**src/core/spi_pkg.sv**
```systemverilog
// Constants and types for the receive payload pointer interpreter
package spi_pkg;
  // Register byte offsets
  localparam logic [7:0] SPI_OFF_CTRL   = 8'h00;
  localparam logic [7:0] SPI_OFF_STATUS = 8'h04;
  localparam logic [7:0] SPI_OFF_PEND   = 8'h08;
  localparam logic [7:0] SPI_OFF_MASKA  = 8'h0c;
  localparam logic [7:0] SPI_OFF_MASKB  = 8'h10;
  localparam logic [7:0] SPI_OFF_PTR    = 8'h14;
  // Field positions
  localparam int SPI_BIT_SDH   = 0;
  localparam int SPI_BIT_ALARM = 0;
  localparam int SPI_BIT_LOSS  = 1;
  localparam int SPI_BIT_POINTER_NORMAL_STATE  = 2;
  // Reset values
  localparam logic [1:0] SPI_RST_LATCH = 2'h2;
  localparam logic [1:0] SPI_RST_MASK  = 2'h0;
  // Pointer word layout and codes
  localparam int          SPI_FLAG_HI   = 15;
  localparam int          SPI_FLAG_LO   = 12;
  localparam int          SPI_SS_HI     = 11;
  localparam int          SPI_SS_LO     = 10;
  localparam logic [3:0]  SPI_FLAG_POINTER_NORMAL_STATE = 4'h6;
  localparam logic [3:0]  SPI_FLAG_NDF  = 4'h9;
  localparam logic [1:0]  SPI_SS_SDH    = 2'h2;
  localparam logic [15:0] SPI_AIS_WORD  = 16'hffff;
  localparam logic [9:0]  SPI_CI_VALUE  = 10'h3ff;
  localparam logic [9:0]  SPI_PTR_MAX   = 10'h30e;
  localparam logic [9:0]  SPI_I_MASK    = 10'h2aa;
  localparam logic [9:0]  SPI_D_MASK    = 10'h155;
  // Secondary positions checked in SDH mode
  localparam logic [7:0]  SPI_SDH_LAST  = 8'h40;
  // Persistence counts in frames, then the bit majority thresholds for adjustments
  localparam logic [1:0]  SPI_N_POINTER_NORMAL_STATE    = 2'h3;
  localparam logic [1:0]  SPI_N_AIS     = 2'h3;
  localparam logic [3:0]  SPI_N_INV     = 4'h8;
  localparam logic [1:0]  SPI_N_HOLD    = 2'h3;
  localparam logic [3:0]  SPI_SONET_MAJ = 4'h8;
  localparam logic [2:0]  SPI_SDH_MAJ   = 3'h3;

  typedef enum logic [1:0] {
    SPI_ST_POINTER_NORMAL_STATE = 2'b00,
    SPI_ST_LOP  = 2'b01,
    SPI_ST_AIS  = 2'b10
  } spi_state_e;

  typedef enum logic [2:0] {
    SPI_C_INVALID = 3'b000,
    SPI_C_SAME    = 3'b001,
    SPI_C_NEWVAL  = 3'b010,
    SPI_C_NDF     = 3'b011,
    SPI_C_AIS     = 3'b100,
    SPI_C_INC     = 3'b101,
    SPI_C_DEC     = 3'b110
  } spi_class_e;
endpackage

```
**src/core/spi_pointer_interp.sv**
```systemverilog
// Receive payload pointer interpreter with APB register access
`timescale 1ns/1ps
module spi_pointer_interp
(
  // Clock and reset
  input  wire logic        pclk,
  input  wire logic        presetn,
  // APB slave
  input  wire logic        psel,
  input  wire logic        penable,
  input  wire logic        pwrite,
  input  wire logic [7:0]  paddr,
  input  wire logic [31:0] pwdata,
  output logic      [31:0] prdata,
  output logic             pready,
  output logic             pslverr,
  // Received pointer octet pairs
  input  wire logic        ptr_valid,
  input  wire logic [7:0]  ptr_pos,
  input  wire logic [15:0] ptr_word,
  input  wire logic        frame_done,
  input  wire logic        frame_lof,
  // Status and interrupts
  output logic             pointer_normal_state,
  output logic             interrupt_out_a,
  output logic             interrupt_out_b
);
  import spi_pkg::*;

  typedef struct packed {
    spi_state_e  st;
    logic [9:0]  acc;
    logic [9:0]  cand;
    logic [1:0]  ncnt;
    logic [1:0]  acnt;
    logic [3:0]  icnt;
    logic [1:0]  hold;
    logic [15:0] prim;
    logic        conc_bad;
    logic        sdh;
    logic [1:0]  maska;
    logic [1:0]  maskb;
    logic [1:0]  pend;
    logic [1:0]  latch;
    logic [31:0] rdata;
    logic        err;
  } spi_regs_s;

  spi_regs_s  r_reg;
  spi_regs_s  r_next;
  spi_class_e cls;
  logic [9:0] val;
  logic [3:0] inv_i;
  logic [3:0] inv_d;
  logic [1:0] cond;
  logic [1:0] evt;
  logic       apb_rd;
  logic       apb_wr;
  logic       sec_ok;

  // Count of ones in a ten-bit vector
  function automatic logic [3:0] ones10(input logic [9:0] v);
    logic [3:0] n;
    n = 4'h0;
    for (int k = 0; k < 10; k++)
    begin
      n = n + {3'h0, v[k]};
    end
    return n;
  endfunction

  // Three of four flag bits match a code
  function automatic logic flag_ok(input logic [3:0] f, input logic [3:0] code);
    logic [3:0] x;
    x = f ^ code;
    return (x == 4'h0) || (x == 4'h1) || (x == 4'h2) || (x == 4'h4) || (x == 4'h8);
  endfunction

  // Size bits match, or are ignored in SONET mode
  function automatic logic ss_ok(input logic [15:0] w, input logic sdh);
    return !sdh || (w[SPI_SS_HI:SPI_SS_LO] == SPI_SS_SDH);
  endfunction

  // Fields of the stored primary pointer
  assign val   = r_reg.prim[9:0];
  assign inv_i = ones10((val ^ r_reg.acc) & SPI_I_MASK);
  assign inv_d = ones10((val ^ r_reg.acc) & SPI_D_MASK);

  // Checks a secondary position for a concatenation indicator
  always_comb
  begin
    sec_ok = (ptr_word == SPI_AIS_WORD) ||
             (flag_ok(ptr_word[SPI_FLAG_HI:SPI_FLAG_LO], SPI_FLAG_POINTER_NORMAL_STATE) &&
              (ptr_word[9:0] == SPI_CI_VALUE) && ss_ok(ptr_word, r_reg.sdh));
  end

  // Classification of the frame's primary pointer
  always_comb
  begin
    logic fn;
    logic inc;
    logic dec;
    fn  = flag_ok(r_reg.prim[SPI_FLAG_HI:SPI_FLAG_LO], SPI_FLAG_POINTER_NORMAL_STATE);
    inc = 1'b0;
    dec = 1'b0;
    if (r_reg.sdh)
    begin
      inc = (inv_i >= {1'b0, SPI_SDH_MAJ}) && (inv_d < {1'b0, SPI_SDH_MAJ});
      dec = (inv_d >= {1'b0, SPI_SDH_MAJ}) && (inv_i < {1'b0, SPI_SDH_MAJ});
    end
    else
    begin
      inc = ones10(~(val ^ r_reg.acc ^ SPI_I_MASK)) >= SPI_SONET_MAJ;
      dec = ones10(~(val ^ r_reg.acc ^ SPI_D_MASK)) >= SPI_SONET_MAJ;
    end
    cls = SPI_C_INVALID;
    if (r_reg.conc_bad)
      cls = SPI_C_INVALID;
    else if (r_reg.prim == SPI_AIS_WORD)
      cls = SPI_C_AIS;
    else if (!ss_ok(r_reg.prim, r_reg.sdh))
      cls = SPI_C_INVALID;
    else if (flag_ok(r_reg.prim[SPI_FLAG_HI:SPI_FLAG_LO], SPI_FLAG_NDF) &&
             val <= SPI_PTR_MAX)
      cls = SPI_C_NDF;
    else if (fn && val == r_reg.acc)
      cls = SPI_C_SAME;
    else if (fn && inc)
      cls = SPI_C_INC;
    else if (fn && dec)
      cls = SPI_C_DEC;
    else if (fn && val <= SPI_PTR_MAX)
      cls = SPI_C_NEWVAL;
  end

  // APB strobes and present conditions
  assign apb_rd = psel && penable && !pwrite;
  assign apb_wr = psel && penable && pwrite;
  assign cond   = {r_next.st == SPI_ST_LOP, r_next.st == SPI_ST_AIS};
  assign evt    = {(r_reg.st == SPI_ST_LOP) != (r_next.st == SPI_ST_LOP),
                   (r_reg.st == SPI_ST_AIS) != (r_next.st == SPI_ST_AIS)};

  // Next state of the whole block
  always_comb
  begin
    logic valid;
    r_next = r_reg;
    valid  = 1'b0;
    // Capture pointers of the frame in progress
    if (ptr_valid)
    begin
      if (ptr_pos == 8'h00)
        r_next.prim = ptr_word;
      else if ((!r_reg.sdh || ptr_pos < SPI_SDH_LAST) && !sec_ok)
        r_next.conc_bad = 1'b1;
    end
    // Evaluate the frame once all its pointers are in
    if (frame_done)
    begin
      r_next.conc_bad = 1'b0;
      if (r_reg.hold != 2'h0)
        r_next.hold = r_reg.hold - 2'h1;
      // Persistence of a new normal value; an increment or decrement
      // look-alike still carries a normal flag and counts here too
      if ((cls == SPI_C_SAME || cls == SPI_C_NEWVAL || cls == SPI_C_INC ||
           cls == SPI_C_DEC) && val <= SPI_PTR_MAX)
      begin
        if (r_reg.ncnt != 2'h0 && val == r_reg.cand)
          r_next.ncnt = (r_reg.ncnt == SPI_N_POINTER_NORMAL_STATE) ? SPI_N_POINTER_NORMAL_STATE : r_reg.ncnt + 2'h1;
        else
          r_next.ncnt = 2'h1;
        r_next.cand = val;
      end
      else
        r_next.ncnt = 2'h0;
      r_next.acnt = (cls == SPI_C_AIS) ?
                    ((r_reg.acnt == SPI_N_AIS) ? SPI_N_AIS : r_reg.acnt + 2'h1) : 2'h0;
      case (r_reg.st)
        SPI_ST_POINTER_NORMAL_STATE:
        begin
          if (cls == SPI_C_NDF)
          begin
            r_next.acc  = val;
            r_next.hold = SPI_N_HOLD;
            valid       = 1'b1;
          end
          else if ((cls == SPI_C_INC || cls == SPI_C_DEC) && r_reg.hold == 2'h0)
          begin
            if (cls == SPI_C_INC)
              r_next.acc = (r_reg.acc == SPI_PTR_MAX) ? 10'h000 : r_reg.acc + 10'h001;
            else
              r_next.acc = (r_reg.acc == 10'h000) ? SPI_PTR_MAX : r_reg.acc - 10'h001;
            r_next.hold = SPI_N_HOLD;
            valid       = 1'b1;
          end
          else
            valid = (cls == SPI_C_SAME);
        end
        SPI_ST_AIS:
          valid = (cls == SPI_C_AIS);
        default:
          valid = 1'b1;
      endcase
      r_next.icnt = valid ? 4'h0 :
                    ((r_reg.icnt == SPI_N_INV) ? SPI_N_INV : r_reg.icnt + 4'h1);
      // State moves, three states only; the invalid count restarts on entry
      // to normal or alarm state, whose entry frames are valid there
      if (r_next.ncnt == SPI_N_POINTER_NORMAL_STATE)
      begin
        r_next.st   = SPI_ST_POINTER_NORMAL_STATE;
        r_next.acc  = val;
        r_next.icnt = 4'h0;
      end
      else if (r_next.acnt == SPI_N_AIS && r_reg.st != SPI_ST_AIS)
      begin
        r_next.st   = SPI_ST_AIS;
        r_next.icnt = 4'h0;
      end
      else if (r_next.icnt == SPI_N_INV && r_reg.st != SPI_ST_LOP)
        r_next.st = SPI_ST_LOP;
    end
    // Loss of frame alignment restarts interpretation
    if (frame_lof)
    begin
      r_next.st       = SPI_ST_LOP;
      r_next.ncnt     = 2'h0;
      r_next.acnt     = 2'h0;
      r_next.icnt     = 4'h0;
      r_next.hold     = 2'h0;
      r_next.conc_bad = 1'b0;
    end
    // Register reads and writes
    r_next.err   = 1'b0;
    r_next.rdata = 32'h0000_0000;
    if (psel && !penable)
    begin
      if (paddr == SPI_OFF_CTRL)
        r_next.rdata = {31'h0, r_reg.sdh};
      else if (paddr == SPI_OFF_STATUS)
        r_next.rdata = {29'h0, r_reg.st == SPI_ST_POINTER_NORMAL_STATE, r_reg.latch};
      else if (paddr == SPI_OFF_PEND)
        r_next.rdata = {30'h0, r_reg.pend};
      else if (paddr == SPI_OFF_MASKA)
        r_next.rdata = {30'h0, r_reg.maska};
      else if (paddr == SPI_OFF_MASKB)
        r_next.rdata = {30'h0, r_reg.maskb};
      else if (paddr == SPI_OFF_PTR)
        r_next.rdata = {22'h0, r_reg.acc};
      else
        r_next.err = 1'b1;
    end
    if (apb_wr)
    begin
      if (paddr == SPI_OFF_CTRL)
        r_next.sdh = pwdata[SPI_BIT_SDH];
      else if (paddr == SPI_OFF_MASKA)
        r_next.maska = pwdata[1:0];
      else if (paddr == SPI_OFF_MASKB)
        r_next.maskb = pwdata[1:0];
    end
    // Latched status: a read reloads the present condition, events win
    if (apb_rd && paddr == SPI_OFF_STATUS)
      r_next.latch = cond | evt;
    else
      r_next.latch = r_reg.latch | evt;
    // Pending bits clear on read, events win
    if (apb_rd && paddr == SPI_OFF_PEND)
      r_next.pend = evt;
    else
      r_next.pend = r_reg.pend | evt;
  end

  // State register
  always_ff @(posedge pclk or negedge presetn)
  begin
    if (!presetn)
    begin
      r_reg       <= '0;
      r_reg.st    <= SPI_ST_LOP;
      r_reg.latch <= SPI_RST_LATCH;
      r_reg.maska <= SPI_RST_MASK;
      r_reg.maskb <= SPI_RST_MASK;
    end
    else
      r_reg <= r_next;
  end

  // Outputs
  assign prdata               = r_reg.rdata;
  assign pslverr              = r_reg.err && psel && penable;
  assign pready               = 1'b1;
  assign pointer_normal_state = (r_reg.st == SPI_ST_POINTER_NORMAL_STATE);
  assign interrupt_out_a      = |(r_reg.pend & r_reg.maska);
  assign interrupt_out_b      = |(r_reg.pend & r_reg.maskb);
endmodule // spi_pointer_interp

```
**config.mk**
```make
export PLATFORM = sky130hd
export DESIGN_NAME = spi_pointer_interp
export DESIGN_NICKNAME = d
export VERILOG_FILES = /design/src/core/spi_pkg.sv /design/src/core/spi_pointer_interp.sv
export SDC_FILE = /design/constraint.sdc
export NUM_CORES = 1
export LEC_CHECK = 0
export BUFFER_PORTS_ARGS = -buffer_cell sky130_fd_sc_hd__buf_4
export CAP_MARGIN = 20
export CORE_UTILIZATION = 51
export DETAILED_ROUTE_END_ITERATION = 6
export PLACE_DENSITY_LB_ADDON = 0.15
export SLEW_MARGIN = 30
export SYNTH_ARGS = -nofsm -noshare
export SYNTH_HDL_FRONTEND = slang
export SYNTH_SLANG_ARGS = --single-unit
export TNS_END_PERCENT = 20
```
**constraint.sdc**
```tcl
create_clock -name pclk -period 5.55 [get_ports pclk]
set_input_delay 0.8325 -clock pclk [delete_from_list [all_inputs] [get_ports pclk]]
set_output_delay 0.8325 -clock pclk [all_outputs]
set_load 0.01 [all_outputs]
```
==> results.py, run 1 <==
metrics = {
    "final_layout": {
        "largest_register_ffs": 59,
        "fin_cells": 761,
        "drive_above_1_share_pct": 25.32,
        "finalCoreUtilization_pct": 60.72,
        "diodes": 0,
        "fillers": 861,
        "fin_nets": 723,
        "areaGrowthSynthToFinish_pct": 14.09,
    },
    "global_route": {
        "antenna_found_initial": 0,
        "grt_pass1_wl_um": 20670,
        "grt-ovfl-total": 0,
        "grt.total_usage_pct": 24.12,
        "grt_pass1_vias": 4335,
        "grt_max_degree": 70,
    },
    "sta": {
        "finalCritPeriodShare_pct": 91.85,
        "period_needed_ns": 5.098,
        "hold_violations": 0,
        "setup_viol": 0,
        "setup_ws_ns": 0.4521,
        "maxSlewHeadroom_pct": 40.87,
        "setup-tns-final_ns": 0,
        "max_freq_mhz": 196.2,
        "report.final.slew_viol_count": 0,
        "fin_skew_ns": 0.009570,
        "grt_setup_unrepaired": "false",
        "worstMarginPinSlew_ns": 0.8802,
        "fin_hold_ws_ns": 0.4813,
    },
    "worst_setup_path": {
        "worst-path-max-fanout": 10,
        "crit_path_cell_trace": "xor2_2 > inv_1 > fa_1 > fa_1 > inv_1 > fa_1 > ha_1 > a21o_1 > a31oi_1 > a21bo_2 > a31oi_1 > or2_2 > ha_1 > or2_1 > nor3_4 > a21oi_1 > o311a_1 > and2_1 > a31oi_1 > nor3b_1",
        "crit_required_ns": 5.83,
        "cpLargestDelayFamily": "adder cells",
        "max_stage_delay_ns": 0.51,
        "cp-start-kind": "flop",
        "worstPathArrival_ns": 5.37,
        "cp-end-kind": "flop",
        "crit_buf_inv": 2,
        "criticalPathCategory": "flop to flop",
        "cp_slowest_cell": "fa_1",
    },
    "pwr": {
        "sw_frac_of_total_pct": 29.93,
        "power.switching_uw": 425.5,
        "p_int_uw": 996.2,
        "p_clk_share_pct": 35.5,
        "peakVddDrop_mv": 0.1508,
        "power_frac_comb_pct": 25.7,
        "p_leak_uw": 0.002798,
        "power.density_nw_per_um2": 236.3,
        "power_frac_seq_pct": 38.8,
    },
    "cts": {
        "cts.sinks": 69,
        "clock_tree.buffer_depth": 2,
        "insertion_delay_ns": 0.36,
        "cts_hold_buf": 0,
        "htreeDepth": 3,
        "cts_tree": "yes",
        "cts_buffers": 9,
        "clk_pin_slew_worst_paths_ns": 0.08,
        "ctsRootBufferMaster": "clkbuf_8",
    },
    "yosys": {
        "synth-main-ff-cell": "dfrtp_1",
        "postSynthCellCount": 571,
        "synth_edf_count": 0,
        "netlist_area_um2": 5274,
        "synth_warnings": 0,
        "syn_area_per_cell_um2": 9.236,
        "seq_area_frac_synth_pct": 32.79,
        "yosys_register_bits": 69,
        "async_reset_ff_share_pct": 100.0,
        "synth_cell_types": 82,
    },
    "placement": {
        "pre_cts_slack_ns": 0.2171,
        "dp.cells": 743,
        "gp_congestion": 0.8526,
        "hpwl_um": 9325,
        "portBuffers": 55,
    },
    "die": {
        "die-height_um": 103.7,
        "coreArea_um2": 9910,
        "initial_core_util_pct": 53.22,
        "rows": 36,
        "ios": 109,
        "die_w_um": 103.7,
        "die_area_um2": 10750,
    },
    "drt": {
        "vias": 4215,
        "via_per_inst": 5.539,
        "routedWlPerCell_um": 15.90,
        "final_antenna_net_count": 0,
        "wl_um": 12100,
        "firstDrtPassIters": 4,
        "drtIter0Drc": 264,
        "route.detailed.drc": 0,
    },
    "run": {
        "cap_violations": 0,
    },
    "status": {
        "outcome": "complete, no violations",
    },
    "min_path": {
        "hold_class": "primary input to asynchronous set/reset pin",
    },
}
power by group through the flow:
stage	combinational [uW]	clock (uW)	sequential [uW]
6_report	366	504	552
3_5_place_dp	361	0	560
3_3_place_gp	349	0	559
4_1_cts	365	516	550
2_1_floorplan	266	0	548
5_1_grt	415	542	554
area by class of cell:
class / instances / area [um2] / area share, %
clock inverter: 4 / 95.09 / 1.580
tap: 133 / 166.4 / 2.766
sequential: 69 / 1729 / 28.74
timing repair buffer: 79 / 596.8 / 9.919
clock buffer: 12 / 145.1 / 2.412
inverter: 44 / 165.2 / 2.745
multi-input combinational: 420 / 3119 / 51.84
per-stage QoR:
stage | instance area [um2] | power (uW)
final | 6017 | 1422
after floorplan | 5353 | 814.2
after global placement | 5727 | 907.5
after global routing | 6017 | 1510
after CTS | 5967 | 1431
after detailed placement | 5727 | 921.2
metal layers:
layer  vias to the layer above  global-route usage [%]  part of all wire (%)
li1                       2050                       -                     -
met1                      2032                   31.97                    48
met2                       114                   38.59                    47
met3                        19                   4.028                   3.3
met4                         0                   11.22                   1.9
met5                         -                       0                     0
kinds of logic (layout without fill, tap and decap cells):
group | count (synthesis) | count (layout) | share of synthesized area [%]
simple gates | 181 | 181 | 18.32
compound gates | 127 | 127 | 18.17
buf+inv | 103 | 139 | 10.15
flops | 69 | 69 | 32.79
mux | 34 | 34 | 7.141
fa+ha+maj | 29 | 29 | 8.541
xor+xnor | 26 | 26 | 4.745
other cells | 2 | 23 | 0.1424
Yosys cell counts, types with 5 or more instances:
cell,count,area (um2)
a211oi_1,7,52.55
a21oi_1,32,160.2
a31oi_1,7,43.79
and2_1,11,68.82
buf_2,14,70.07
buf_4,35,262.8
clkbuf_1,10,37.54
dfrtp_1,67,1677
fa_1,12,240.2
ha_1,16,200.2
inv_1,43,161.4
mux2_2,29,326.6
mux2i_1,5,50.05
nand2_1,44,165.2
nand2b_1,7,43.79
nand3_1,18,90.09
nand4_1,7,43.79
nor2_1,34,127.6
nor3_1,17,85.08
nor4_1,6,37.54
o21ai_0,16,80.08
o22ai_1,6,37.54
o31ai_1,5,37.54
or2_2,5,31.28
or3_1,5,31.28
xnor2_1,5,43.79
xor2_1,18,157.7
repair_timing:
| item | 4_1_cts | 5_1_grt |
|---|---|---|
| gates resized for setup | 0 | 6 |
| buffers inserted | 0 | 2 |
| endpoints found under the setup margin | 0 | 13 |
path summary, 6_finish.rpt:
path,startpoint,to,slack [ns],cells past startpoint
max,r_reg[86],r_reg[34],0.45,20
min,presetn,prdata[6],0.48,1
max reg2reg,r_reg[86],r_reg[34],0.45,20
min reg2reg,r_reg[53],r_reg[53],0.51,2
max in group asynchronous,presetn,r_reg[66],4.63,1
min in group pclk,r_reg[53],r_reg[53],0.51,2
cell usage in the layout (no fill, tap or decap), types with 6 or more instances in the layout:
| cell type | instances |
|---|---|
| xor2_1 | 15 |
| conb_1 | 23 |
| nand3_1 | 18 |
| fa_1 | 12 |
| a21oi_1 | 32 |
| clkbuf_8 | 10 |
| nand2b_1 | 6 |
| nor2_1 | 34 |
| ha_1 | 16 |
| a31oi_1 | 7 |
| a211oi_1 | 7 |
| nor4_1 | 6 |
| o22ai_1 | 6 |
| and2_1 | 11 |
| inv_1 | 43 |
| nand2_1 | 44 |
| dfrtp_1 | 67 |
| nor3_1 | 17 |
| mux2_2 | 29 |
| buf_4 | 78 |
| o21ai_0 | 15 |
| nand4_1 | 7 |
No activity file was read; power rests on OpenSTA's default activity.
==> run 2: changes to the inputs <==
--- a/config.mk
+++ b/config.mk
@@ -7,9 +7,9 @@
 export LEC_CHECK = 0
 export BUFFER_PORTS_ARGS = -buffer_cell sky130_fd_sc_hd__buf_4
 export CAP_MARGIN = 20
-export CORE_UTILIZATION = 51
+export CORE_UTILIZATION = 50
 export DETAILED_ROUTE_END_ITERATION = 6
-export PLACE_DENSITY_LB_ADDON = 0.15
+export PLACE_DENSITY_LB_ADDON = 0.25
 export SLEW_MARGIN = 30
 export SYNTH_ARGS = -nofsm -noshare
 export SYNTH_HDL_FRONTEND = slang
==> run 2 against run 1 <==
  * Combinational power up 4%
  * Routed wire length up 1.7%
  * Sequential share of layout area up 0.23 points
  * Fmax down 2.7%
  * Clock skew up 0.0032 ns
  * Critical endpoint unchanged
==> results.py, run 2 (synthesis results as in run 1) <==
metrics = {
    "worst_setup_path": {
        "crit_buf_inv": 2,
        "crit_required_ns": 5.81,
        "reg2reg_from": "r_reg[82]",
        "cp_slowest_cell": "fa_1",
        "rrSetupSlack_ns": 0.31,
        "worst-path-max-fanout": 10,
        "crit_top_cell": "fa_1",
        "criticalPathCategory": "flop to flop",
        "r2r_end": "r_reg[34]",
        "cp-start-kind": "flop",
        "cpLargestDelayFamily": "adder cells",
        "max_stage_delay_ns": 0.52,
        "cp-end-kind": "flop",
        "crit_path_cell_trace": "xor2_2 > inv_1 > fa_1 > fa_1 > inv_1 > fa_1 > ha_1 > a21o_1 > a31oi_1 > a21bo_2 > a31oi_1 > or2_2 > ha_1 > or2_1 > nor3_4 > a21oi_1 > o311a_2 > a22oi_1 > o41ai_1 > nor3b_1",
        "rr_worst_depth": 20,
        "worstPathArrival_ns": 5.50,
    },
    "cts": {
        "post-cts-setup-buffers": 0,
        "cts_tree": "yes",
        "cts_buffers": 9,
        "clk_pin_slew_worst_paths_ns": 0.08,
        "clock_tree.buffer_depth": 2,
        "cts_hold_buf": 0,
        "insertion_delay_ns": 0.34,
        "htreeDepth": 3,
        "cts.sinks": 69,
        "ctsRootBufferMaster": "clkbuf_8",
    },
    "min_path": {
        "hold_path.startpoint": "r_reg[53]",
        "whs_path_depth": 2,
        "min_to": "r_reg[53]",
        "hold_class": "flop to flop",
    },
    "die": {
        "coreArea_um2": 10280,
        "die_w_um": 104.7,
        "rows": 37,
        "die-height_um": 104.7,
        "ios": 109,
        "die_area_um2": 10960,
        "initial_core_util_pct": 51.31,
    },
    "final_layout": {
        "final_common_cell": "buf_4",
        "fillers": 902,
        "final_area_um2": 5969,
        "areaGrowthSynthToFinish_pct": 13.19,
        "final_cell_mix": "buf_4 (77), dfrtp_1 (67), nand2_1 (44)",
        "fin_nets": 721,
        "seq_area_um2": 1729,
        "diodes": 0,
        "drive_above_1_share_pct": 25.40,
        "largest_register_ffs": 59,
        "multi_input_area_um2": 3128,
    },
    "pwr": {
        "p_leak_uw": 0.002758,
        "power.density_nw_per_um2": 226.1,
        "sw_frac_of_total_pct": 33.45,
        "p_int_uw": 898.2,
        "power_frac_comb_pct": 28.2,
        "p_clk_share_pct": 30.9,
        "power.switching_uw": 451.5,
        "peakVddDrop_mv": 0.1702,
        "power_frac_seq_pct": 40.9,
    },
    "global_route": {
        "antenna_found_initial": 0,
        "grt_pass1_vias": 4294,
        "grt.total_usage_pct": 23.23,
        "grt_max_degree": 70,
        "grt_pass1_wl_um": 20380,
        "grt-ovfl-total": 0,
    },
    "status": {
        "outcome": "complete, no violations",
    },
    "placement": {
        "gp_congestion": 0.8852,
        "pre_cts_slack_ns": 0.1900,
        "postPlaceCellArea_um2": 5731,
        "hpwl_um": 9416,
        "portBuffers": 55,
    },
    "sta": {
        "period_needed_ns": 5.242,
        "maxSlewHeadroom_pct": 42.14,
        "report.final.slew_viol_count": 0,
        "fin_skew_ns": 0.01272,
        "setup_ws_ns": 0.3084,
        "worstMarginPinSlew_ns": 0.8678,
        "setup_viol": 0,
        "hold_violations": 0,
        "max_freq_mhz": 190.8,
        "finalCritPeriodShare_pct": 94.44,
    },
    "run": {
        "cap_violations": 0,
    },
    "drt": {
        "via_per_inst": 5.643,
        "routedWlPerCell_um": 16.15,
        "drtIter0Drc": 216,
        "route.detailed.drc": 0,
        "wl_um": 12300,
        "vias": 4300,
        "final_antenna_net_count": 0,
        "firstDrtPassIters": 4,
    },
}
[run 2: routing by layer]
metal  up-vias  global-route usage, %  wire length, um
li1       2053                      -                -
met1      2091                  29.49             5408
met2       134                  39.92             6102
met3        22                  3.868              532
met4         0                  8.149              260
met5         -                      0                0
[run 2: what timing repair did]
item / 4_1_cts / 5_1_grt
gates resized for setup: 0 / 7
setup endpoints to repair: 0 / 10
hold endpoints to repair: 0 / 0
[run 2: cell type report]
type	count	area share (%)
clock buffer	9	2.075
clock inverter	7	1.258
inverter	44	2.767
multi-input combinational	420	52.40
sequential	69	28.97
tap	136	2.851
timing repair buffer	77	9.683
[run 2: worst reg2reg max path, stage by stage (launching register included)]
cell	delay, ns
dfrtp_1	0.45
xor2_2	0.28
inv_1	0.09
fa_1	0.51
fa_1	0.52
inv_1	0.05
fa_1	0.43
ha_1	0.19
a21o_1	0.22
a31oi_1	0.18
a21bo_2	0.16
a31oi_1	0.07
or2_2	0.33
ha_1	0.28
or2_1	0.31
nor3_4	0.27
a21oi_1	0.11
o311a_2	0.21
a22oi_1	0.19
o41ai_1	0.11
nor3b_1	0.21
[run 2: how the worst max path moves through the flow]
| stage | startpoint | endpoint | slack (ns) | cells after the start |
|---|---|---|---|---|
| final | r_reg[82] | r_reg[34] | 0.31 | 20 |
| after global routing | r_reg[44] | r_reg[34] | -0.04 | 20 |
| after CTS | r_reg[82] | r_reg[34] | 0.15 | 20 |
| after detailed placement | r_reg[82] | r_reg[34] | 0.19 | 20 |
| after global placement | r_reg[82] | r_reg[34] | 0.24 | 20 |
| after floorplan | r_reg[80] | r_reg[84] | 0.29 | 21 |
[run 2: power by group through the flow]
stage,Combinational (uW),Sequential (uW),Clock [uW]
6_report,380,552,418
5_1_grt,422,555,447
4_1_cts,375,550,425
3_5_place_dp,371,560,0
3_3_place_gp,353,559,0
2_1_floorplan,266,548,0
[run 2: stage by stage]
step	instances	power [uW]	TNS, ns	util [%]	hold slack [ns]
3_3_place_gp	746	911.5	0	55.76	0.4855
4_1_cts	762	1350	0	57.69	0.5195
5_1_grt	762	1424	-0.04277	58.08	0.5501
6_report	762	1350	0	58.08	0.5212
2_1_floorplan	592	814.2	0	-	0.4630
3_5_place_dp	746	931.4	0	55.76	0.5027
==> run 3: changes to the inputs <==
==> constraint.sdc (replaced) <==
create_clock -name pclk -period 6.25 [get_ports pclk]
set_input_delay 0.9375 -clock pclk [delete_from_list [all_inputs] [get_ports pclk]]
set_output_delay 0.9375 -clock pclk [all_outputs]
set_load 0.01 [all_outputs]
==> run 3 against run 2 <==
  * Fmax is 5.4% lower
  * Combinational power fell by 19%
  * Worst setup slack gained 0.40 ns
  * Largest power group unchanged
  * Clock power shrank 11%
  * Sequential share of layout area is 0.63 points higher
==> results.py, run 3 (synthesis results as in run 1) <==
metrics = {
    "cts": {
        "cts_hold_buf": 0,
        "insertion_delay_ns": 0.37,
        "cts_buffers": 9,
        "cts.sinks": 69,
        "post-cts-setup-buffers": 0,
        "cts_tree": "yes",
        "clock_tree.buffer_depth": 2,
        "ctsRootBufferMaster": "clkbuf_8",
        "clk_pin_slew_worst_paths_ns": 0.08,
        "htreeDepth": 3,
        "cts.repair.resized": 0,
    },
    "final_layout": {
        "finalCoreUtilization_pct": 56.85,
        "areaGrowthSynthToFinish_pct": 10.79,
        "fin_cells": 750,
        "fin_nets": 709,
        "final_cell_mix": "dfrtp_1 (67), buf_4 (64), nand2_1 (44)",
        "final_common_cell": "dfrtp_1",
        "largest_register_ffs": 59,
        "drive_above_1_share_pct": 23.29,
        "diodes": 0,
    },
    "worst_setup_path": {
        "worst-path-max-fanout": 10,
        "cpLargestDelayFamily": "adder cells",
        "rrSetupSlack_ns": 0.71,
        "crit_path_cell_trace": "xor2_1 > inv_1 > fa_1 > fa_1 > inv_1 > fa_1 > ha_1 > a21o_1 > a31oi_1 > a21bo_2 > a31oi_1 > or2_2 > ha_1 > or2_1 > nor3_2 > buf_4 > a21oi_1 > o311a_1 > a22oi_1 > o41ai_1 > nor3b_1",
        "cp_slowest_cell": "dfrtp_1",
        "cp-end-kind": "flop",
        "max_stage_delay_ns": 0.55,
        "crit_top_cell": "fa_1",
        "crit_required_ns": 6.53,
        "cp.depth": 21,
        "criticalPathCategory": "flop to flop",
        "cp-start-kind": "flop",
        "crit_buf_inv": 3,
        "worstPathArrival_ns": 5.81,
        "rr_worst_depth": 21,
    },
    "drt": {
        "via_per_inst": 5.619,
        "route.detailed.drc": 0,
        "firstDrtPassIters": 5,
        "wl_um": 11840,
        "vias": 4214,
        "drtIter0Drc": 307,
        "routedWlPerCell_um": 15.78,
        "final_antenna_net_count": 0,
    },
    "sta": {
        "worstMarginPinSlew_ns": 0.9110,
        "hold_violations": 0,
        "finalCritPeriodShare_pct": 88.61,
        "setup-tns-final_ns": 0,
        "grt_setup_unrepaired": "false",
        "fin_skew_ns": 0.01757,
        "period_needed_ns": 5.538,
        "fin_hold_ws_ns": 0.5303,
        "max_freq_mhz": 180.6,
        "maxSlewHeadroom_pct": 38.80,
        "report.final.slew_viol_count": 0,
        "setup_viol": 0,
    },
    "pwr": {
        "p_clk_share_pct": 31.7,
        "power.density_nw_per_um2": 200.9,
        "power_frac_comb_pct": 26.2,
        "peakVddDrop_mv": 0.09146,
        "power.switching_uw": 389.8,
        "power_frac_seq_pct": 42.1,
        "sw_frac_of_total_pct": 33.21,
        "fin_total_pwr_uw": 1174,
        "p_leak_uw": 0.002701,
        "p_int_uw": 783.9,
    },
    "die": {
        "die_area_um2": 10960,
        "coreArea_um2": 10280,
        "die_w_um": 104.7,
        "rows": 37,
        "initial_core_util_pct": 51.31,
        "die-height_um": 104.7,
        "ios": 109,
    },
    "global_route": {
        "grt.total_usage_pct": 23.03,
        "grt_max_degree": 70,
        "grt_pass1_vias": 4121,
        "grt-ovfl-total": 0,
        "antenna_found_initial": 0,
        "grt_pass1_wl_um": 20120,
    },
    "placement": {
        "hpwl_um": 8901,
        "dp.cells": 734,
        "portBuffers": 55,
        "gp_congestion": 0.9183,
    },
    "status": {
        "outcome": "complete, no violations",
    },
    "run": {
        "cap_violations": 0,
    },
    "min_path": {
        "hold_class": "flop to flop",
        "whs_path_depth": 2,
    },
}
[run 3: worst register-to-register path: cells and delay by family (launching register included)]
kind            cells  cell delay (ns)
buf+inv             3             0.33
compound gates      8             1.28
xor+xnor            1             0.39
simple gates        4             0.98
flops               1             0.55
fa+ha+maj           5             1.93
[run 3: power by group through the flow]
stage / clock network [uW] / registers (uW) / logic, uW
finish: 372 / 494 / 308
global route: 400 / 497 / 349
CTS: 378 / 494 / 308
detailed placement: 0 / 503 / 305
global placement: 0 / 501 / 297
floorplan: 0 / 486 / 237
[run 3: final cells by class]
class	count	area, um2
clock buffer	9	123.9
clock inverter	7	75.07
fill	933	4434
timing repair buffer	65	491.7
multi-input combinational	420	3088
tap	136	170.2
sequential	69	1729
inverter	44	165.2
[run 3: stage by stage]
stage	area (um2)	setup slack [ns]
2_1_floorplan	5353	0.9896
3_3_place_gp	5640	0.7897
3_5_place_dp	5640	0.7515
4_1_cts	5839	0.7162
5_1_grt	5843	0.2517
6_report	5843	0.7120
[run 3: final timing paths]
check | from | to
max | r_reg[82] | r_reg[34]
min in group asynchronous | presetn | prdata[1]
min | r_reg[57] | r_reg[57]
max reg2reg | r_reg[82] | r_reg[34]
min reg2reg | r_reg[57] | r_reg[57]
max in group asynchronous | presetn | r_reg[68]
[run 3: layer usage]
layer	GRT usage (%)	vias to the layer above	wire (um)
li1	-	2028	-
met1	30.69	2005	5185
met4	8.350	0	240
met5	0	-	0
met3	4.180	23	738
met2	37.46	158	5673
